[config.mk]
export PLATFORM = sky130hd
export DESIGN_NAME = cfs_top
export DESIGN_NICKNAME = d
export VERILOG_FILES = /design/src/hdl/cfs_pkg.sv /design/src/hdl/cfs_start_timer.sv /design/src/hdl/cfs_top.sv
export SDC_FILE = /design/constraint.sdc
export NUM_CORES = 1
export LEC_CHECK = 0
export ABC_AREA = 1
export BUFFER_PORTS_ARGS = -buffer_cell sky130_fd_sc_hd__buf_2
export CORE_MARGIN = 5
export CORE_UTILIZATION = 50
export CTS_BUF_LIST = sky130_fd_sc_hd__clkbuf_8 sky130_fd_sc_hd__clkbuf_16
export DETAILED_ROUTE_END_ITERATION = 10
export PLACE_DENSITY = 0.86
export SYNTH_ARGS = -nofsm -noshare
export SYNTH_HDL_FRONTEND = slang
export SYNTH_SLANG_ARGS = --single-unit
[constraint.sdc]
create_clock -name sys_clk -period 5.2 [get_ports sys_clk]
set_input_delay 0.78 -clock sys_clk [delete_from_list [all_inputs] [get_ports sys_clk]]
set_output_delay 0.78 -clock sys_clk [all_outputs]
set_load 0.02 [all_outputs]
[src/hdl/cfs_pkg.sv]
// Constants, field layouts and carrier types for the clock-fail interrupt and sleep gating block.
// Assumes a 10 MHz system clock and a simple one-cycle register port.
//
// Operation
// - Set clock-fail flag whenever the fail-safe clock monitor reports a primary oscillator failure.
// - Flag sets regardless of interrupt enable or priority, so software can poll it.
// - With enable set each fail event requests an interrupt; enable clear means no request.
// - Three-bit priority, 7 highest down to 1; priority 0 never interrupts.
// - A higher priority group request preempts the interrupt being serviced.
// - Two-bit subpriority orders sources within a group, 3 highest, 0 lowest.
// - Same group, higher subpriority preempts an in-progress lower subpriority interrupt.
// - Equal priority and subpriority ties go to the lower vector number.
// - Losers of a tie are raised later, once the current flag is cleared.
// - Taken interrupt branches to its vector, equal to natural order; vectors may be shared.
// - Oscillator control register shows a clock-fail status bit at mask 0x0008.
// - Flag and enable at bit 14; priority from bit 10, subpriority from bit 8.
// - Primary oscillator always stops in Sleep; start-up delay applies on wake.
// - Secondary stops in Sleep unless enabled or used; delay only if it stopped.
// - Fast RC oscillator is stopped whenever the device sleeps.
// - Low-power RC stops in Sleep when the watchdog is disabled, else keeps running.
// - Idle stops no clock source and leaving Idle has no start-up delay.
// - Oscillator unit keeps operating normally in Debug mode.
// - Any reset restores control defaults and loads clock select and dividers from configuration.
// - After reset the system clock moves to the configured source, with start-up delays.
package cfs_pkg;

  // ----------------------------------------------------------------
  // Register map (byte addresses)
  // ----------------------------------------------------------------
  localparam logic [7:0] CFS_ADDR_OSC_CTRL = 8'h00;
  localparam logic [7:0] CFS_ADDR_FLAG = 8'h04;
  localparam logic [7:0] CFS_ADDR_ENABLE = 8'h08;
  localparam logic [7:0] CFS_ADDR_PRIO = 8'h0c;

  // ----------------------------------------------------------------
  // Field positions
  // ----------------------------------------------------------------
  localparam int CFS_OSC_SOSC_EN_BIT = 1;
  localparam int CFS_OSC_FAIL_BIT = 3;
  localparam int CFS_OSC_READY_BIT = 5;
  localparam int CFS_OSC_SEL_LSB = 12;
  localparam int CFS_OSC_PLLDIV_LSB = 16;
  localparam int CFS_OSC_UPLLDIV_LSB = 20;
  localparam int CFS_FAIL_BIT = 14;
  localparam int CFS_PRIO_LSB = 10;
  localparam int CFS_SUBPRIO_LSB = 8;

  // ----------------------------------------------------------------
  // Reset values
  // ----------------------------------------------------------------
  localparam logic CFS_SOSC_EN_RESET = 1'b0;
  localparam logic [2:0] CFS_PRIO_RESET = 3'h0;
  localparam logic [1:0] CFS_SUBPRIO_RESET = 2'h0;
  localparam logic [2:0] CFS_SEL_RESET = 3'h0;

  // ----------------------------------------------------------------
  // Clock select codes, grouped by the oscillator they need
  // ----------------------------------------------------------------
  localparam logic [2:0] CFS_SEL_POSC = 3'h2;
  localparam logic [2:0] CFS_SEL_POSC_PLL = 3'h3;
  localparam logic [2:0] CFS_SEL_SOSC = 3'h4;
  localparam logic [2:0] CFS_SEL_LOW_POWER_RC_OSCILLATOR = 3'h5;

  // ----------------------------------------------------------------
  // Interrupt arbitration
  // ----------------------------------------------------------------
  localparam int CFS_EXT_SOURCES = 3;
  localparam logic [5:0] CFS_FAIL_VECTOR = 6'h06;
  localparam logic [2:0] CFS_PRIO_NONE = 3'h0;

  // ----------------------------------------------------------------
  // Start-up timing
  // ----------------------------------------------------------------
  localparam int CFS_CLK_PERIOD_NS = 100;
  localparam int CFS_POSC_START_US = 1000;
  localparam int CFS_SOSC_START_US = 10000;
  localparam int CFS_FRC_START_US = 2;
  localparam int CFS_LOW_POWER_RC_OSCILLATOR_START_US = 10;
  localparam int CFS_POSC_START_CYC = (CFS_POSC_START_US * 1000 + CFS_CLK_PERIOD_NS - 1) / CFS_CLK_PERIOD_NS;
  localparam int CFS_SOSC_START_CYC = (CFS_SOSC_START_US * 1000 + CFS_CLK_PERIOD_NS - 1) / CFS_CLK_PERIOD_NS;
  localparam int CFS_FRC_START_CYC = (CFS_FRC_START_US * 1000 + CFS_CLK_PERIOD_NS - 1) / CFS_CLK_PERIOD_NS;
  localparam int CFS_LOW_POWER_RC_OSCILLATOR_START_CYC = (CFS_LOW_POWER_RC_OSCILLATOR_START_US * 1000 + CFS_CLK_PERIOD_NS - 1) / CFS_CLK_PERIOD_NS;
  localparam int CFS_TIMER_W = 20;

  // Oscillator indexes
  localparam int CFS_OSC_POSC = 0;
  localparam int CFS_OSC_SOSC = 1;
  localparam int CFS_OSC_FRC = 2;
  localparam int CFS_OSC_LOW_POWER_RC_OSCILLATOR = 3;
  localparam int CFS_OSC_COUNT = 4;

  // ----------------------------------------------------------------
  // Types
  // ----------------------------------------------------------------
  typedef enum logic [1:0] {
    CFS_MODE_RUN,
    CFS_MODE_IDLE,
    CFS_MODE_SLEEP
  } cfs_power_mode_t;

  typedef struct packed {
    logic valid;
    logic [2:0] priority_level;
    logic [1:0] subpriority;
    logic [5:0] vector;
  } cfs_req_t;

  typedef struct packed {
    logic active;
    logic [2:0] priority_level;
    logic [1:0] subpriority;
  } cfs_level_t;

  typedef struct packed {
    logic [2:0] current_clock_select;
  } cfs_cfg_one_t;

  typedef struct packed {
    logic [2:0] pll_input_divider;
    logic [2:0] usb_pll_input_divider;
  } cfs_cfg_two_t;

  typedef struct packed {
    logic posc;
    logic sosc;
    logic fast_rc_oscillator;
    logic low_power_rc_oscillator;
  } cfs_osc_t;

endpackage

[src/hdl/cfs_start_timer.sv]
// Start-up delay counter for one oscillator.
// Assumes run is a registered enable; ready rises limit+1 cycles after run rises and drops one cycle after run drops.
`timescale 1ns/1ns

module cfs_start_timer (
  // Clock and reset
  input wire logic sys_clk,
  input wire logic sys_rst,
  // Control
  input wire logic run,
  input wire logic [cfs_pkg::CFS_TIMER_W-1:0] limit,
  // Status
  output logic ready
);

  logic [cfs_pkg::CFS_TIMER_W-1:0] count;

  // Counter restarts whenever the oscillator is stopped, so only a real stop costs a delay
  always_ff @(posedge sys_clk or posedge sys_rst) begin
    if (sys_rst) begin
      count <= '0;
    end else if (!run) begin
      count <= '0;
    end else if (count != limit) begin
      count <= count + 1'b1;
    end
  end

  always_ff @(posedge sys_clk or posedge sys_rst) begin
    if (sys_rst) begin
      ready <= 1'b0;
    end else begin
      ready <= run && (count == limit);
    end
  end

endmodule

[src/hdl/cfs_top.sv]
// Clock-fail interrupt flag, enable, priority and arbitration, plus oscillator gating in
// Sleep, Idle and Debug and reload of clock selection from configuration words on reset.
// Assumes all inputs synchronous to sys_clk and a one-cycle register port.
//
// The placing of the registers and the plain strobed port were chosen for this implementation.
`timescale 1ns/1ns

module cfs_top #(
  parameter int POSC_START_CYCLES = cfs_pkg::CFS_POSC_START_CYC,
  parameter int SOSC_START_CYCLES = cfs_pkg::CFS_SOSC_START_CYC
) (
  // Clock and reset
  input wire logic sys_clk,
  input wire logic sys_rst,
  // Register port
  input wire logic [7:0] reg_addr,
  input wire logic [31:0] reg_wdata,
  input wire logic reg_write,
  input wire logic reg_read,
  output logic [31:0] reg_rdata,
  // Fail-safe clock monitor
  input wire logic fail_event,
  // Power state
  input wire cfs_pkg::cfs_power_mode_t power_mode,
  input wire logic debug_mode,
  input wire logic watchdog_enable,
  input wire logic sosc_sleep_user,
  // Configuration words
  input wire cfs_pkg::cfs_cfg_one_t configuration_word_one,
  input wire cfs_pkg::cfs_cfg_two_t configuration_word_two,
  // Interrupt controller side
  input wire cfs_pkg::cfs_req_t [cfs_pkg::CFS_EXT_SOURCES-1:0] ext_req,
  input wire cfs_pkg::cfs_level_t in_service,
  output cfs_pkg::cfs_req_t irq_out,
  // Oscillator controls
  output cfs_pkg::cfs_osc_t osc_run,
  output logic sys_clk_ready,
  output logic [2:0] current_clock_select,
  output logic [2:0] pll_input_divider,
  output logic [2:0] usb_pll_input_divider
);

  localparam int NSRC = cfs_pkg::CFS_EXT_SOURCES + 1;

  // ----------------------------------------------------------------
  // Decode helpers
  // ----------------------------------------------------------------

  // a outranks b: group first, then subpriority, then lower vector
  function automatic logic outranks(input cfs_pkg::cfs_req_t a, input cfs_pkg::cfs_req_t b);
    if (!a.valid) begin
      return 1'b0;
    end
    if (!b.valid) begin
      return 1'b1;
    end
    if (a.priority_level != b.priority_level) begin
      return a.priority_level > b.priority_level;
    end
    if (a.subpriority != b.subpriority) begin
      return a.subpriority > b.subpriority;
    end
    return a.vector < b.vector;
  endfunction

  // Which oscillator a clock select code needs
  function automatic logic [1:0] osc_of(input logic [2:0] sel);
    case (sel)
      cfs_pkg::CFS_SEL_POSC, cfs_pkg::CFS_SEL_POSC_PLL: osc_of = 2'(cfs_pkg::CFS_OSC_POSC);
      cfs_pkg::CFS_SEL_SOSC: osc_of = 2'(cfs_pkg::CFS_OSC_SOSC);
      cfs_pkg::CFS_SEL_LOW_POWER_RC_OSCILLATOR: osc_of = 2'(cfs_pkg::CFS_OSC_LOW_POWER_RC_OSCILLATOR);
      default: osc_of = 2'(cfs_pkg::CFS_OSC_FRC);
    endcase
  endfunction

  // ----------------------------------------------------------------
  // Register decode
  // ----------------------------------------------------------------
  logic wr_osc;
  logic wr_flag;
  logic wr_enable;
  logic wr_prio;

  assign wr_osc = reg_write && (reg_addr == cfs_pkg::CFS_ADDR_OSC_CTRL);
  assign wr_flag = reg_write && (reg_addr == cfs_pkg::CFS_ADDR_FLAG);
  assign wr_enable = reg_write && (reg_addr == cfs_pkg::CFS_ADDR_ENABLE);
  assign wr_prio = reg_write && (reg_addr == cfs_pkg::CFS_ADDR_PRIO);

  // ----------------------------------------------------------------
  // Clock-fail flag, status, enable and priority
  // ----------------------------------------------------------------
  logic clock_fail_irq_flag;
  logic clock_fail_irq_enable;
  logic clock_fail_status;
  logic [2:0] clock_fail_priority;
  logic [1:0] clock_fail_subpriority;
  logic secondary_osc_enable;

  // Set wins over a clear in the same cycle, so no failure is lost
  always_ff @(posedge sys_clk or posedge sys_rst) begin
    if (sys_rst) begin
      clock_fail_irq_flag <= 1'b0;
    end else if (fail_event) begin
      clock_fail_irq_flag <= 1'b1;
    end else if (wr_flag) begin
      clock_fail_irq_flag <= reg_wdata[cfs_pkg::CFS_FAIL_BIT];
    end
  end

  always_ff @(posedge sys_clk or posedge sys_rst) begin
    if (sys_rst) begin
      clock_fail_status <= 1'b0;
    end else if (fail_event) begin
      clock_fail_status <= 1'b1;
    end else if (wr_osc && !reg_wdata[cfs_pkg::CFS_OSC_FAIL_BIT]) begin
      clock_fail_status <= 1'b0;
    end
  end

  always_ff @(posedge sys_clk or posedge sys_rst) begin
    if (sys_rst) begin
      clock_fail_irq_enable <= 1'b0;
    end else if (wr_enable) begin
      clock_fail_irq_enable <= reg_wdata[cfs_pkg::CFS_FAIL_BIT];
    end
  end

  always_ff @(posedge sys_clk or posedge sys_rst) begin
    if (sys_rst) begin
      clock_fail_priority <= cfs_pkg::CFS_PRIO_RESET;
      clock_fail_subpriority <= cfs_pkg::CFS_SUBPRIO_RESET;
    end else if (wr_prio) begin
      clock_fail_priority <= reg_wdata[cfs_pkg::CFS_PRIO_LSB +: 3];
      clock_fail_subpriority <= reg_wdata[cfs_pkg::CFS_SUBPRIO_LSB +: 2];
    end
  end

  always_ff @(posedge sys_clk or posedge sys_rst) begin
    if (sys_rst) begin
      secondary_osc_enable <= cfs_pkg::CFS_SOSC_EN_RESET;
    end else if (wr_osc) begin
      secondary_osc_enable <= reg_wdata[cfs_pkg::CFS_OSC_SOSC_EN_BIT];
    end
  end

  // ----------------------------------------------------------------
  // Arbitration among the clock-fail source and the other sources
  // ----------------------------------------------------------------
  cfs_pkg::cfs_req_t cand [NSRC];
  cfs_pkg::cfs_req_t best;

  // Flag stays pending while masked off, so a loser is raised again later
  always_comb begin
    cand[0].valid = clock_fail_irq_flag && clock_fail_irq_enable
                    && (clock_fail_priority != cfs_pkg::CFS_PRIO_NONE);
    cand[0].priority_level = clock_fail_priority;
    cand[0].subpriority = clock_fail_subpriority;
    cand[0].vector = cfs_pkg::CFS_FAIL_VECTOR;
  end

  genvar gi;
  generate
    for (gi = 1; gi < NSRC; gi++) begin : g_ext
      always_comb begin
        cand[gi] = ext_req[gi-1];
        cand[gi].valid = ext_req[gi-1].valid
                         && (ext_req[gi-1].priority_level != cfs_pkg::CFS_PRIO_NONE);
      end
    end
  endgenerate

  always_comb begin
    best = cand[0];
    for (int i = 1; i < NSRC; i++) begin
      if (outranks(cand[i], best)) begin
        best = cand[i];
      end
    end
  end

  cfs_pkg::cfs_req_t serviced;
  logic preempts;

  // Only a strictly higher group, or higher subpriority in the same group, preempts
  always_comb begin
    serviced.valid = in_service.active;
    serviced.priority_level = in_service.priority_level;
    serviced.subpriority = in_service.subpriority;
    serviced.vector = '0;
    preempts = best.valid && (!in_service.active
               || (best.priority_level > in_service.priority_level)
               || ((best.priority_level == in_service.priority_level)
                   && (best.subpriority > in_service.subpriority)));
  end

  always_ff @(posedge sys_clk or posedge sys_rst) begin
    if (sys_rst) begin
      irq_out <= '0;
    end else if (preempts && outranks(best, serviced)) begin
      irq_out <= best;
    end else begin
      irq_out <= '0;
    end
  end

  // ----------------------------------------------------------------
  // Configuration reload after reset
  // ----------------------------------------------------------------
  logic cfg_pending;

  // Configuration words are ports, so they are caught on the first edge after release
  always_ff @(posedge sys_clk or posedge sys_rst) begin
    if (sys_rst) begin
      cfg_pending <= 1'b1;
    end else begin
      cfg_pending <= 1'b0;
    end
  end

  always_ff @(posedge sys_clk or posedge sys_rst) begin
    if (sys_rst) begin
      current_clock_select <= cfs_pkg::CFS_SEL_RESET;
      pll_input_divider <= '0;
      usb_pll_input_divider <= '0;
    end else if (cfg_pending) begin
      current_clock_select <= configuration_word_one.current_clock_select;
      pll_input_divider <= configuration_word_two.pll_input_divider;
      usb_pll_input_divider <= configuration_word_two.usb_pll_input_divider;
    end
  end

  // ----------------------------------------------------------------
  // Oscillator gating
  // ----------------------------------------------------------------
  logic sleeping;
  logic [1:0] needed;
  cfs_pkg::cfs_osc_t next_osc_run;

  // Debug keeps everything as in Run; Idle gates nothing
  assign sleeping = (power_mode == cfs_pkg::CFS_MODE_SLEEP) && !debug_mode;
  assign needed = osc_of(current_clock_select);

  always_comb begin
    next_osc_run.posc = !sleeping && !cfg_pending
                        && (needed == 2'(cfs_pkg::CFS_OSC_POSC));
    next_osc_run.sosc = !cfg_pending && (secondary_osc_enable || sosc_sleep_user
                        || (!sleeping && (needed == 2'(cfs_pkg::CFS_OSC_SOSC))));
    next_osc_run.fast_rc_oscillator = !sleeping;
    next_osc_run.low_power_rc_oscillator = watchdog_enable
                        || (!sleeping && (needed == 2'(cfs_pkg::CFS_OSC_LOW_POWER_RC_OSCILLATOR)));
  end

  always_ff @(posedge sys_clk or posedge sys_rst) begin
    if (sys_rst) begin
      osc_run <= '0;
    end else begin
      osc_run <= next_osc_run;
    end
  end

  // ----------------------------------------------------------------
  // Start-up delays
  // ----------------------------------------------------------------
  logic [cfs_pkg::CFS_OSC_COUNT-1:0] osc_bits;
  logic [cfs_pkg::CFS_OSC_COUNT-1:0] osc_ready;
  logic [cfs_pkg::CFS_TIMER_W-1:0] limits [cfs_pkg::CFS_OSC_COUNT];

  assign osc_bits[cfs_pkg::CFS_OSC_POSC] = osc_run.posc;
  assign osc_bits[cfs_pkg::CFS_OSC_SOSC] = osc_run.sosc;
  assign osc_bits[cfs_pkg::CFS_OSC_FRC] = osc_run.fast_rc_oscillator;
  assign osc_bits[cfs_pkg::CFS_OSC_LOW_POWER_RC_OSCILLATOR] = osc_run.low_power_rc_oscillator;
  assign limits[cfs_pkg::CFS_OSC_POSC] = cfs_pkg::CFS_TIMER_W'(POSC_START_CYCLES);
  assign limits[cfs_pkg::CFS_OSC_SOSC] = cfs_pkg::CFS_TIMER_W'(SOSC_START_CYCLES);
  assign limits[cfs_pkg::CFS_OSC_FRC] = cfs_pkg::CFS_TIMER_W'(cfs_pkg::CFS_FRC_START_CYC);
  assign limits[cfs_pkg::CFS_OSC_LOW_POWER_RC_OSCILLATOR] = cfs_pkg::CFS_TIMER_W'(cfs_pkg::CFS_LOW_POWER_RC_OSCILLATOR_START_CYC);

  // A running oscillator keeps its count, so waking from Idle costs nothing
  generate
    for (gi = 0; gi < cfs_pkg::CFS_OSC_COUNT; gi++) begin : g_timer
      cfs_start_timer u_timer (
        .sys_clk(sys_clk),
        .sys_rst(sys_rst),
        .run(osc_bits[gi]),
        .limit(limits[gi]),
        .ready(osc_ready[gi])
      );
    end
  endgenerate

  always_ff @(posedge sys_clk or posedge sys_rst) begin
    if (sys_rst) begin
      sys_clk_ready <= 1'b0;
    end else begin
      sys_clk_ready <= osc_ready[needed] && !sleeping;
    end
  end

  // ----------------------------------------------------------------
  // Read back
  // ----------------------------------------------------------------
  logic [31:0] next_rdata;

  always_comb begin
    next_rdata = '0;
    case (reg_addr)
      cfs_pkg::CFS_ADDR_OSC_CTRL: begin
        next_rdata[cfs_pkg::CFS_OSC_SOSC_EN_BIT] = secondary_osc_enable;
        next_rdata[cfs_pkg::CFS_OSC_FAIL_BIT] = clock_fail_status;
        next_rdata[cfs_pkg::CFS_OSC_READY_BIT] = sys_clk_ready;
        next_rdata[cfs_pkg::CFS_OSC_SEL_LSB +: 3] = current_clock_select;
        next_rdata[cfs_pkg::CFS_OSC_PLLDIV_LSB +: 3] = pll_input_divider;
        next_rdata[cfs_pkg::CFS_OSC_UPLLDIV_LSB +: 3] = usb_pll_input_divider;
      end
      cfs_pkg::CFS_ADDR_FLAG: begin
        next_rdata[cfs_pkg::CFS_FAIL_BIT] = clock_fail_irq_flag;
      end
      cfs_pkg::CFS_ADDR_ENABLE: begin
        next_rdata[cfs_pkg::CFS_FAIL_BIT] = clock_fail_irq_enable;
      end
      cfs_pkg::CFS_ADDR_PRIO: begin
        next_rdata[cfs_pkg::CFS_PRIO_LSB +: 3] = clock_fail_priority;
        next_rdata[cfs_pkg::CFS_SUBPRIO_LSB +: 2] = clock_fail_subpriority;
      end
      default: begin
        next_rdata = '0;
      end
    endcase
  end

  // Data stands only in the cycle after the read strobe
  always_ff @(posedge sys_clk or posedge sys_rst) begin
    if (sys_rst) begin
      reg_rdata <= '0;
    end else if (reg_read) begin
      reg_rdata <= next_rdata;
    end else begin
      reg_rdata <= '0;
    end
  end

endmodule

* Yosys cells after proc, flatten, opt, wreduce, memory -nomap -nowiden
Cells that the tools add are included.
Word-level totals: logic and storage cells 216, bits in registers 152, bits of input ports 101, output and inout bits 58
Cells by class: magnitude comparators 13, eq/ne operators 31, add/subtract/negate cells 4, reduce and logical (&&, ||, !) cells 43, muxes and demuxes 97
Operators by type and width (number):
- $mux W20 | 8
- $add A20 B1 Y20 const B | 4
- $mux W1 | 77
- $mux W12 | 4
- $logic_and A1 B1 Y1 | 24
- $mux W23 | 1
- $eq A20 B14 Y1 const B | 1
- $eq A20 B17 Y1 const B | 1
- $eq A20 B5 Y1 const B | 1
- $eq A20 B7 Y1 const B | 1
- $ne A20 B14 Y1 const B | 1
- $ne A20 B17 Y1 const B | 1
- $ne A20 B5 Y1 const B | 1
- $ne A20 B7 Y1 const B | 1
- $eq A8 B4 Y1 const B | 2
- $gt A3 B3 Y1 | 4
- $lt A6 B6 Y1 | 2
- $ne A3 B3 Y1 | 4
- $reduce_bool A3 Y1 | 4
- $eq A8 B3 Y1 const B | 1
- $gt A2 B2 Y1 | 4
- $logic_not A8 Y1 | 1
- $ne A2 B1 Y1 const B | 4
- $ne A2 B2 Y1 | 4
- other kinds (19) | 32

* Logic depth before layout (Yosys ltp)
Gate-level depths: netlist (run 1).
depth after elaboration 51, depth in mapped cells 45

* Hierarchy
Synthesis (run 1) repeated with hierarchy kept, for this count alone.
Unflattened totals: cell total of the unflattened synthesis 1974, area, all modules 11939.0 um^2
Modules (own cells, without submodules):
- cfs_start_timer | seq. area each 525.5 um^2, area an instance 2183.3 um^2, instances 4, cells each 388
- cfs_top | seq. area each 1302.5 um^2, area an instance 3205.6 um^2, instances 1, cells each 422

* Worst setup path after synthesis (run 1)
No wires, ideal clock.
path kind in2reg, start point input ext_req[10] in the netlist's numbering, end point register irq_out[10] in the netlist's numbering, stages 38, path slack -0.533 ns, required time 5.128 ns, data arrival time 5.661 ns, setup time 0.072 ns, path through ha_1 > a21oi_1 > nand2_1 > a21oi_1 > nand2_1 > nand2_1 > clkbuf_1 > o21ai_0 > ha_1 > nand2_1 > a2111oi_0 > nand2_1 > nand2_1 > nand2_1 > nand2_2 > nand2_4 > clkbuf_1 > o21ai_0 > (+2 left out) > nor2_1 > a2111oi_0 > nand2_1 > nand2_1 > nand2_2 > nand2_4 > nand3_1 > nand2_1 > inv_1 > ha_1 > nand2_1 > nor2_1 > a211oi_1 > nor2_1 > inv_1 > a31oi_2 > inv_1 > nor2_1
Between the ends: word-level cells in the longest chain between the ends 39
RTL lines:
- start, declared | line cfs_top.sv:32 | input wire cfs_pkg::cfs_req_t [cfs_pkg::CFS_EXT_SOURCES-1:0] ext_req,
- $gt A3 B3 Y1 or $ne A3 B3 Y1 (tied branches) | line cfs_top.sv:58, cfs_top.sv:57
- $mux W1 | line cfs_top.sv:57 | if (a.priority_level != b.priority_level) begin
- $mux W1 (on tied branches) | line cfs_top.sv:60, cfs_top.sv:57
- $mux W1 (on tied branches) | line cfs_top.sv:63, cfs_top.sv:54
- $mux W1 | line cfs_top.sv:60 | if (a.subpriority != b.subpriority) begin
- $mux W1 | line cfs_top.sv:57
- $mux W1 | line cfs_top.sv:54 | if (!b.valid) begin
- $mux W12 (*) | line cfs_top.sv:175 | if (outranks(cand[i], best)) begin
- (+23 left out)
- $mux W1 | line cfs_top.sv:57
- $mux W1 | line cfs_top.sv:54
- $mux W1 | line cfs_top.sv:63 | return a.vector < b.vector;
- $mux W1 | line cfs_top.sv:60
- $mux W1 | line cfs_top.sv:57
- $mux W1 | line cfs_top.sv:54
- $logic_and A1 B1 Y1 | line cfs_top.sv:199 | end else if (preempts && outranks(best, serviced)) begin
- $mux W12 (*) | line cfs_top.sv:199
- end signal, assigned | line cfs_top.sv:200 | irq_out <= best;
- end, declared | line cfs_top.sv:34 | output cfs_pkg::cfs_req_t irq_out,
Mark *: on every way between the ends. The rest lies on a longest branch, timed or not. The select of a mux whose other input is x is not followed. A chain may end at the register's enable or synchronous reset.

* Final worst setup path (run 1)
start point input ext_req[6] in the netlist's numbering, end point register irq_out[10] in the netlist's numbering
Between the ends: word-level cells in the longest chain between the ends 41
RTL lines (line):
- $ne A2 B2 Y1 | cfs_top.sv:60
- $mux W1 (2 in series) | cfs_top.sv:60
- $mux W1 | cfs_top.sv:57
- $mux W1 | cfs_top.sv:54
- $mux W1 | cfs_top.sv:63
- $mux W1 | cfs_top.sv:60
- $mux W1 | cfs_top.sv:57
- $mux W1 | cfs_top.sv:54
- (+24 left out)
- $mux W1 | cfs_top.sv:57
- $mux W1 | cfs_top.sv:54
- $mux W1 | cfs_top.sv:63
- $mux W1 | cfs_top.sv:60
- $mux W1 | cfs_top.sv:57
- $mux W1 | cfs_top.sv:54
- $logic_and A1 B1 Y1 | cfs_top.sv:199
- $mux W12 (*) | cfs_top.sv:199
Marks and branches as above.

==> results of run 1 <==
cells in the final DEF (no fill, tap or decap), types with 26 or more instances in the layout:
cell and instances:
a21oi_1 55, buf_2 116, buf_4 48, dfrtp_1 135, ha_1 26, inv_1 157
nand2_1 151, nand3_1 32, nor2_1 121, nor3_1 37, o21ai_0 58
flip-flops by register name (all words and copies together) (netlist names), 2 cells and up:
| name | count |
|---|---|
| clock_fail_subpriority | 2 |
| reg_rdata | 16 |
| irq_out | 12 |
| clock_fail_priority | 3 |
| current_clock_select | 3 |
| g_timer.u_timer.count | 80 |
| pll_input_divider | 3 |
| g_timer.u_timer.ready | 4 |
| osc_run | 4 |
| usb_pll_input_divider | 3 |
routing by layer:
| metal | up-vias | global-route usage, % |
|---|---|---|
| met5 | - | 0 |
| met4 | 0 | 9.47 |
| met3 | 48 | 4.14 |
| met2 | 186 | 35.8 |
| met1 | 3241 | 24.5 |
| li1 | 3452 | - |
metrics by stage:
stage | total power (W) | setup WS (ns) | setup TNS, ns
after CTS | 0.00287 | 0.00379 | 0
after detailed placement | 0.00168 | -0.664 | -7.53
after global routing | 0.00302 | -0.555 | -5.54
after global placement | 0.00166 | -0.572 | -6.50
after floorplan | 0.00151 | -0.0589 | -0.517
final | 0.00289 | -0.198 | -1.62
repair_timing:
action,in CTS,in global routing
pin swaps,11,42
buffers inserted,4,4
cloned,2,0
endpoints found under the setup margin,12,12
resized for setup,11,35
synth_stat cells (all sizes together), types with 4 or more instances:
cell type	number
dfrtp	135
inv	169
a211oi	7
ha	38
nor3b	4
a31oi	9
nand4	19
nor3	39
o21ai	69
and3	4
a21oi	58
nand2	171
nor4	23
clkbuf	10
buf	21
nand3	34
nor2	126
worst max path at each step:
stage,start,to,slack (ns),cells after the start
global route,ext_req[6],irq_out[0],-0.56,40
floorplan,ext_req[6],irq_out[10],-0.06,44
CTS,ext_req[6],irq_out[10],0.004,44
finish,ext_req[6],irq_out[10],-0.20,41
detailed placement,ext_req[6],irq_out[10],-0.66,44
global placement,ext_req[6],irq_out[7],-0.57,43
cells by family (layout without fill, tap and decap cells):
kind of cell               count (synthesis)  count (layout)  synth area share (%)
DFF                                      136             136                  45.4
other                                      1              17                0.0500
muxes                                      2               2                 0.300
buffers and inverters                    201             370                  11.2
AOI/OAI and AO/OA                        161             161                  12.0
and+or+nand+nor                          422             424                  24.7
adders and majority gates                 38              38                  6.34
power groups by stage:
stage          combinational, W  sequential (W)  clock [W]
6_report               0.000556         0.00116    0.00116
5_1_grt                0.000621         0.00117    0.00123
4_1_cts                0.000516         0.00116    0.00119
3_5_place_dp           0.000497         0.00118          0
3_3_place_gp           0.000479         0.00118          0
2_1_floorplan          0.000302         0.00121          0
worst max-delay path: cells and delay by family:
family,cells,cell delay (ns)
fa+ha+maj,4,1.10
compound gates,8,1.44
simple gates,20,1.62
buf+inv,9,0.77
layout make-up:
| cell class | count | area [sq um] |
|---|---|---|
| fillers | 1168 | 5190 |
| multi-input cells | 642 | 3600 |
| flip-flops and latches | 136 | 3400 |
| repair buffers | 168 | 990 |
| inverters | 170 | 658 |
| clock buffers | 18 | 439 |
| well taps | 184 | 230 |
| clock inverters | 14 | 134 |
==> flow_summary.ini, run 1 <==
[timing]
report.final.hold_viol_count = 0
final.hold.worst_slack_ns = 0.477
setup-violations-final = 12
timing.slew.headroom_pct = 41.3
rsz0062_at_grt = yes
layout_worst_path_cycle_share_pct = 104
slew_limit_fails = 0
finalWorstPathRequiredPeriod_ns = 5.40
skew_ns = 0.00907
achievable-frequency_mhz = 185
postLayoutSetupSlackWorst_ns = -0.198
timing_worst_slew_pin_value_ns = 0.880

[worst_hold_path]
timing.hold.worst.start = g_timer[0].u_timer.count[9]
worst_hold_path_type = reg2reg
min_path_cells = 1
holdPathEnd = g_timer[0].u_timer.count[9]

[clock_network]
clkSlewWorstSetupHoldPaths_ns = 0.06
clkLatencyLatePin_ns = 0.42
tritoncts = done
cts-hold-fix-buffers = 0
clock-root-buffer = clkbuf_16
ctsLongestPathBuffers = 2
h-tree-depth = 4
cts_num_sinks = 136
cts-buffers-inserted = 17

[placed_design]
dp_hpwl_microns = 13100
gpl.final_weighted_congestion = 0.886
placed_cells = 1290
port_buffers = 118
dpl_cell_area_sq_um = 8640

[synth]
synth_top_area_cell = dfrtp_1
post_synth_num_cell_types = 43
number_of_synthesized_register_bits = 136
synthDominantCellAreaShare_pct = 45.1
synth_enable_flop_cells = 0
synthFlopType = dfrtp_1
ys_top_cells_by_area = dfrtp_1 45%, nand2_1 8.3%, inv_1 8.2%, ha_1 6.3%, nor2_1 6.3%
count_of_yosys_warnings_during_synthesis = 0
synthesis.area_sq_um = 7500
synth_cells = 961
async_flop_share_pct = 100
seq_area_frac_synth_pct = 45.4
synth_area_per_cell_sq_um = 7.80

[job]
cap_viol_max_count = 0

[critical_path]
worst_setup_path_end_kind = flop
crit-reg2reg-capture = irq_out[10]
crit_path_max_fanout = 8
worstPathRequired_ns = 5.50
critPathArrivalTime_ns = 5.70
number_of_cells_on_the_worst_reg_to_reg_path = 39
timing.rr.start = clock_fail_subpriority[0]
critical_path.startpoint_type = primary input
r2r_slack_ns = -0.15
timing.critical_path.mode_cell = nand2_1
critical_path_top_delay_cell = ha_1
critPathMaxStageDelay_ns = 0.32
type_of_the_worst_setup_path = in2reg

[grt]
grt.overflow.total = 0
grt_first_pass_wirelength_microns = 29900
grt_usage_pct = 20.5
grt_max_degree = 100
vias_in_the_first_global_route = 6760
antenna_found_initial = 0

[detailed_routing]
wl_microns = 18300
vias_per_cell = 5.20
drt-wirelength-per-cell_microns = 13.7
num_vias = 6927
drt-pass1-iter-count = 6
remaining_drc_errors = 0
highest-signal-layer = met4
detailed_route_wirelength_on_metal2_microns = 9080
met3_wirelength_microns = 796
route.antenna.remaining_nets = 0
drt-initial-drc-count = 576
wl_met1_microns = 7790

[floorplan]
coreArea_sq_um = 14600
floorplan.initialDensity_pct = 51.2
floorplan.die.height_microns = 132
fp.dieW_microns = 132
rows = 44
floorplan.io_pins = 159
floorplan.die_area_sq_um = 17500

[power_and_ir_drop]
clkPwrFrac_pct = 40.3
power_per_cell_area_nw_per_um2 = 305
vdd_ir_drop_max_mv = 0.266
p_int_w = 0.00206
static-leakage-power_nw = 4.70
p_seq_share_pct = 40.4
power.switching_fraction_pct = 28.7
power.switching_w = 0.000828
comb_power_share_pct = 19.3

[layout]
utilization_of_the_core_after_routing_pct = 64.6
syn2layout_area_growth_pct = 26.1
final_net_count = 1274
drive_above_1_share_pct = 23.5
diodes = 0
instances_no_fill = 1332
design_area_sq_um = 9460

[status]
status = finished with violations
failed_checks = setup timing
Power figures use the tool's default switching activity.
==> inputs of run 2 (changes only) <==
--- a/config.mk
+++ b/config.mk
@@ -8,10 +8,11 @@
 export ABC_AREA = 1
 export BUFFER_PORTS_ARGS = -buffer_cell sky130_fd_sc_hd__buf_2
 export CORE_MARGIN = 5
-export CORE_UTILIZATION = 50
+export CORE_UTILIZATION = 54
 export CTS_BUF_LIST = sky130_fd_sc_hd__clkbuf_8 sky130_fd_sc_hd__clkbuf_16
 export DETAILED_ROUTE_END_ITERATION = 10
-export PLACE_DENSITY = 0.86
+export PLACE_DENSITY_LB_ADDON = 0.05
 export SYNTH_ARGS = -nofsm -noshare
 export SYNTH_HDL_FRONTEND = slang
+export SYNTH_HIERARCHICAL = 1
 export SYNTH_SLANG_ARGS = --single-unit
==> flow_summary.ini, run 2 <==
[status]
status = finished with violations
failed_checks = setup timing

[critical_path]
critical_path_top_delay_cell = ha_1
worstPathRequired_ns = 5.57
critical_path.startpoint_type = primary input
worst_setup_path_end_kind = flop
type_of_the_worst_setup_path = in2reg
crit_path_max_fanout = 7
critPathArrivalTime_ns = 5.93
critPathMaxStageDelay_ns = 0.32

[clock_network]
cts-buffers-inserted = 17
clkSlewWorstSetupHoldPaths_ns = 0.07
cts_num_sinks = 136
clock-root-buffer = clkbuf_16
h-tree-depth = 4
clkLatencyLatePin_ns = 0.43
tritoncts = done
ctsLongestPathBuffers = 2

[power_and_ir_drop]
power_per_cell_area_nw_per_um2 = 220
design_power_total_w = 0.00330
static-leakage-power_nw = 8.29
vdd_ir_drop_max_mv = 0.186

[floorplan]
rows = 54
floorplan.initialDensity_pct = 54.7
fp.dieW_microns = 159
floorplan.die_area_sq_um = 25200
floorplan.io_pins = 159
coreArea_sq_um = 21800
floorplan.die.height_microns = 159

[synth]
synth_cells = 1974
ys_top_cells_by_area = dfrtp_1 28%, nand2_1 24%, inv_1 7.9%, nor2_1 6.6%, nand3_1 6.1%
seq_area_frac_synth_pct = 28.5
synthDominantCellAreaShare_pct = 28.3
number_of_synthesized_register_bits = 136
synth_area_per_cell_sq_um = 6.05
async_flop_share_pct = 100
count_of_yosys_warnings_during_synthesis = 6
synthesis.area_sq_um = 11900
synth_top_area_cell = dfrtp_1
post-synth-top-count-cell = nand2_1
synthFlopType = dfrtp_1
post_synth_num_cell_types = 43
cell_types_with_the_highest_counts_after_synthesis = 753 x nand2_1, 252 x inv_1, 210 x nor2_1
synth_enable_flop_cells = 0

[detailed_routing]
wl_microns = 35100
vias_per_cell = 4.87
remaining_drc_errors = 0
num_vias = 12772
drt-initial-drc-count = 862
drt-pass1-iter-count = 5
drt-wirelength-per-cell_microns = 13.4
route.antenna.remaining_nets = 0

[grt]
grt_first_pass_wirelength_microns = 56400
vias_in_the_first_global_route = 12060
grt.overflow.total = 0
grt_max_degree = 53
antenna_found_initial = 1
grt_usage_pct = 27.7

[timing]
layout_worst_path_cycle_share_pct = 107
achievable-frequency_mhz = 180
timing_worst_slew_pin_value_ns = 1.14
finalWorstPathRequiredPeriod_ns = 5.56
skew_ns = 0.00881
final.hold.worst_slack_ns = 0.506
postLayoutSetupSlackWorst_ns = -0.360
timing.slew.headroom_pct = 23.6
setup-violations-final = 12
timing.setup.tns_ns = -3.98
report.final.hold_viol_count = 0
rsz0062_at_grt = yes
slew_limit_fails = 0

[layout]
mostFrequentLayoutCells = 727 x nand2_1, 242 x inv_1, 205 x nor2_1
multi_input_comb_area_sq_um = 8260
utilization_of_the_core_after_routing_pct = 68.9
regArea_sq_um = 3400
final_layout_fill_cell_count = 1945
largest_register_ff_count = 80
final_net_count = 2465
drive_above_1_share_pct = 21.3
diodes = 0
top_register_by_number_of_flip_flops = g_timer.u_timer/count
final_common_cell = nand2_1
top_regs = g_timer.u_timer/count (80), reg_rdata (16), irq_out (12)
syn2layout_area_growth_pct = 26.0

[placed_design]
post-place-ws_ns = -0.725
gpl.final_weighted_congestion = 0.983
dp_hpwl_microns = 25900
port_buffers = 118

[job]
cap_viol_max_count = 0

[worst_hold_path]
worst_hold_path_type = reg2reg
==> run 2: cell types whose count changed after synthesis, moves of 31 or more <==
cell	previous run	this run
a21oi_1	58	17
inv_1	163	252
o21ai_1	0	33
nand3_1	34	145
nor2_2	1	32
nor2_1	125	210
inv_2	6	74
o21ai_0	69	37
nand2_1	165	753
nand2_2	3	42
==> run 2: timing repair <==
item	CTS	global route
pin swaps	18	41
setup endpoints to repair	12	12
buffers inserted	20	10
cloned	1	0
hold buffers	0	0
gates resized for setup	32	63
==> run 2: final timing paths <==
check | depth (start not counted) | slack [ns] | from | to
setup / recovery | 39 | -0.36 | ext_req[8] | irq_out[2]
hold / removal | 2 | 0.51 | usb_pll_input_divider[2] | reg_rdata[22]
setup reg to reg | 39 | -0.32 | clock_fail_subpriority[0] | irq_out[2]
hold reg to reg | 2 | 0.51 | usb_pll_input_divider[2] | reg_rdata[22]
max in group asynchronous | 2 | 4.04 | sys_rst | g_timer[1].u_timer/count[0]
min in group asynchronous | 2 | 0.59 | sys_rst | g_timer[0].u_timer/count[0]
==> run 2: cell type report <==
type / count / area share [%]
clock buffer: 19 / 3.01
clock inverter: 13 / 0.890
inverter: 330 / 8.37
multi-input combinational: 1654 / 54.9
sequential: 136 / 22.6
tap: 280 / 2.33
timing repair buffer: 191 / 7.87
==> run 2: worst max-delay path, delay by kind of cell <==
family | cells | cell delay (ns)
AND/OR/NAND/NOR | 21 | 2.07
AO/OA/AOI/OAI | 6 | 1.04
adder cells (fa/ha/maj) | 4 | 1.18
buffers and inverters | 8 | 0.84
==> run 2: logic make-up after synthesis <==
logic type / count (synthesis) / share of synthesized area [%]
XOR/XNOR: 36 / 2.64
AND/OR/NAND/NOR: 1289 / 47.9
flip-flops: 136 / 28.5
other: 2 / 0.0629
buffers and inverters: 376 / 12.7
adder cells (fa/ha/maj): 34 / 3.56
AO/OA/AOI/OAI: 101 / 4.57
==> run 2: power breakdown <==
group          total [W]  switching (W)  internal (W)
logic           0.000882       0.000537      0.000345
clock network    0.00123       0.000533      0.000699
registers        0.00119      0.0000719       0.00112
==> run 2: through the flow <==
step	instances	instance area, sq um
after CTS	2613	14700
after global placement	2560	13800
after detailed placement	2560	13800
after global routing	2623	15000
after floorplan	2165	12800
final	2623	15000
==> run 2: routing by layer <==
layer  part of all wire [%]  track usage (%)  up-vias
met5                  0.020                0        -
met4                    2.3             9.59        2
met3                    6.5             5.49       69
met2                     48             47.7      443
met1                     43             34.8     5700
li1                       -                -     6558
==> inputs of run 3 (changes only) <==
--- a/config.mk
+++ b/config.mk
@@ -16,3 +16,4 @@
 export SYNTH_HDL_FRONTEND = slang
 export SYNTH_HIERARCHICAL = 1
 export SYNTH_SLANG_ARGS = --single-unit
+export TNS_END_PERCENT = 50
==> flow_summary.ini, run 3 (synthesized netlist as in run 2, its figures left out) <==
[clock_network]
clock-root-buffer = clkbuf_16
cts-buffers-inserted = 17
cts_num_sinks = 136
cts-hold-fix-buffers = 0
clkLatencyLatePin_ns = 0.43
tritoncts = done
clkSlewWorstSetupHoldPaths_ns = 0.07
ctsLongestPathBuffers = 2
h-tree-depth = 4

[timing]
timing.slew.headroom_pct = 23.6
rsz0062_at_grt = yes
timing.setup.tns_ns = -3.93
layout_worst_path_cycle_share_pct = 107
skew_ns = 0.00899
achievable-frequency_mhz = 180
report.final.hold_viol_count = 0
finalWorstPathRequiredPeriod_ns = 5.56
timing_worst_slew_pin_value_ns = 1.14
setup-violations-final = 12
postLayoutSetupSlackWorst_ns = -0.356
slew_limit_fails = 0

[detailed_routing]
num_vias = 12776
remaining_drc_errors = 0
wl_met1_microns = 15200
drt-wirelength-per-cell_microns = 13.4
vias_per_cell = 4.87
detailed_route_wirelength_on_metal2_microns = 16700
route.antenna.remaining_nets = 0
drt-initial-drc-count = 903
met3_wirelength_microns = 2180
drt-pass1-iter-count = 5
wl_microns = 35000
highest-signal-layer = met5

[layout]
top_regs = g_timer.u_timer/count (80), reg_rdata (16), irq_out (12)
top_register_by_number_of_flip_flops = g_timer.u_timer/count
syn2layout_area_growth_pct = 26.0
final_layout_fill_cell_count = 1945
largest_register_ff_count = 80
design_area_sq_um = 15000
final_net_count = 2465
final_common_cell = nand2_1
drive_above_1_share_pct = 21.3
instances_no_fill = 2623
mostFrequentLayoutCells = 727 x nand2_1, 242 x inv_1, 205 x nor2_1
diodes = 0

[critical_path]
worstPathRequired_ns = 5.57
critical_path.startpoint_type = primary input
critPathMaxStageDelay_ns = 0.32
worst_setup_path_end_kind = flop
crit_path_max_fanout = 7
type_of_the_worst_setup_path = in2reg
critPathArrivalTime_ns = 5.93
number_of_cells_on_the_worst_reg_to_reg_path = 39
critical_path_top_delay_cell = ha_1
r2r_slack_ns = -0.32

[grt]
grt_usage_pct = 27.7
grt_max_degree = 53
grt.overflow.total = 0
antenna_found_initial = 1
vias_in_the_first_global_route = 12060
grt_first_pass_wirelength_microns = 56400

[placed_design]
post-place-ws_ns = -0.725
placed_cells = 2560
port_buffers = 118
gpl.final_weighted_congestion = 0.983
dpl_cell_area_sq_um = 13800
dp_hpwl_microns = 25900

[power_and_ir_drop]
static-leakage-power_nw = 8.29
vdd_ir_drop_max_mv = 0.187
power_per_cell_area_nw_per_um2 = 220

[floorplan]
floorplan.die.height_microns = 159
floorplan.die_area_sq_um = 25200
rows = 54
coreArea_sq_um = 21800
floorplan.initialDensity_pct = 54.7
floorplan.io_pins = 159
fp.dieW_microns = 159

[status]
status = finished with violations
failed_checks = setup timing

[worst_hold_path]
min_path_cells = 2
worst_hold_path_type = reg2reg

[job]
cap_viol_max_count = 0
-- run 3: final timing paths --
check | from | endpoint
worst max-delay path | ext_req[8] | irq_out[2]
worst min-delay path | usb_pll_input_divider[2] | reg_rdata[22]
worst max register to register | clock_fail_subpriority[0] | irq_out[2]
worst min register to register | usb_pll_input_divider[2] | reg_rdata[22]
max in group asynchronous | sys_rst | g_timer[1].u_timer/count[0]
min in group asynchronous | sys_rst | g_timer[0].u_timer/count[8]
-- run 3: layout make-up --
cell class	instances	area (sq um)	area share, %
multi-input cells	1654	8260	54.9
inverters	330	1260	8.37
repair buffers	191	1180	7.87
clock buffers	19	453	3.01
well taps	280	350	2.33
flip-flops and latches	136	3400	22.6
clock inverters	13	134	0.890
-- run 3: timing repair --
item                       in CTS  in global routing
setup endpoints to repair      12                 12
gates resized for setup        32                 63
setup buffers                  20                 10
pin swaps                      18                 41
gates cloned                    1                  0
-- run 3: metrics by stage --
step	util (%)	power (W)	hold slack [ns]
6_report	68.9	0.00330	0.506
3_5_place_dp	63.2	0.00193	0.499
2_1_floorplan	-	0.00173	0.460
4_1_cts	67.3	0.00323	0.514
5_1_grt	68.9	0.00349	0.530
3_3_place_gp	63.2	0.00192	0.491
-- run 3: power breakdown --
group | switching, W | internal [W]
clock network | 0.000535 | 0.000698
logic | 0.000536 | 0.000345
registers | 0.0000713 | 0.00112
-- run 3: worst max-delay path, delay by kind of cell --
family                     cells  cell delay [ns]
adders and majority gates      4             1.18
AOI/OAI and AO/OA              6             1.04
buffers and inverters          8             0.84
and+or+nand+nor               21             2.06
-- run 3: layer usage --
layer  track usage [%]  up-vias
met4              9.59        2
li1                  -     6563
met3              5.49       74
met5                 0        -
met1              34.8     5716
met2              47.7      421
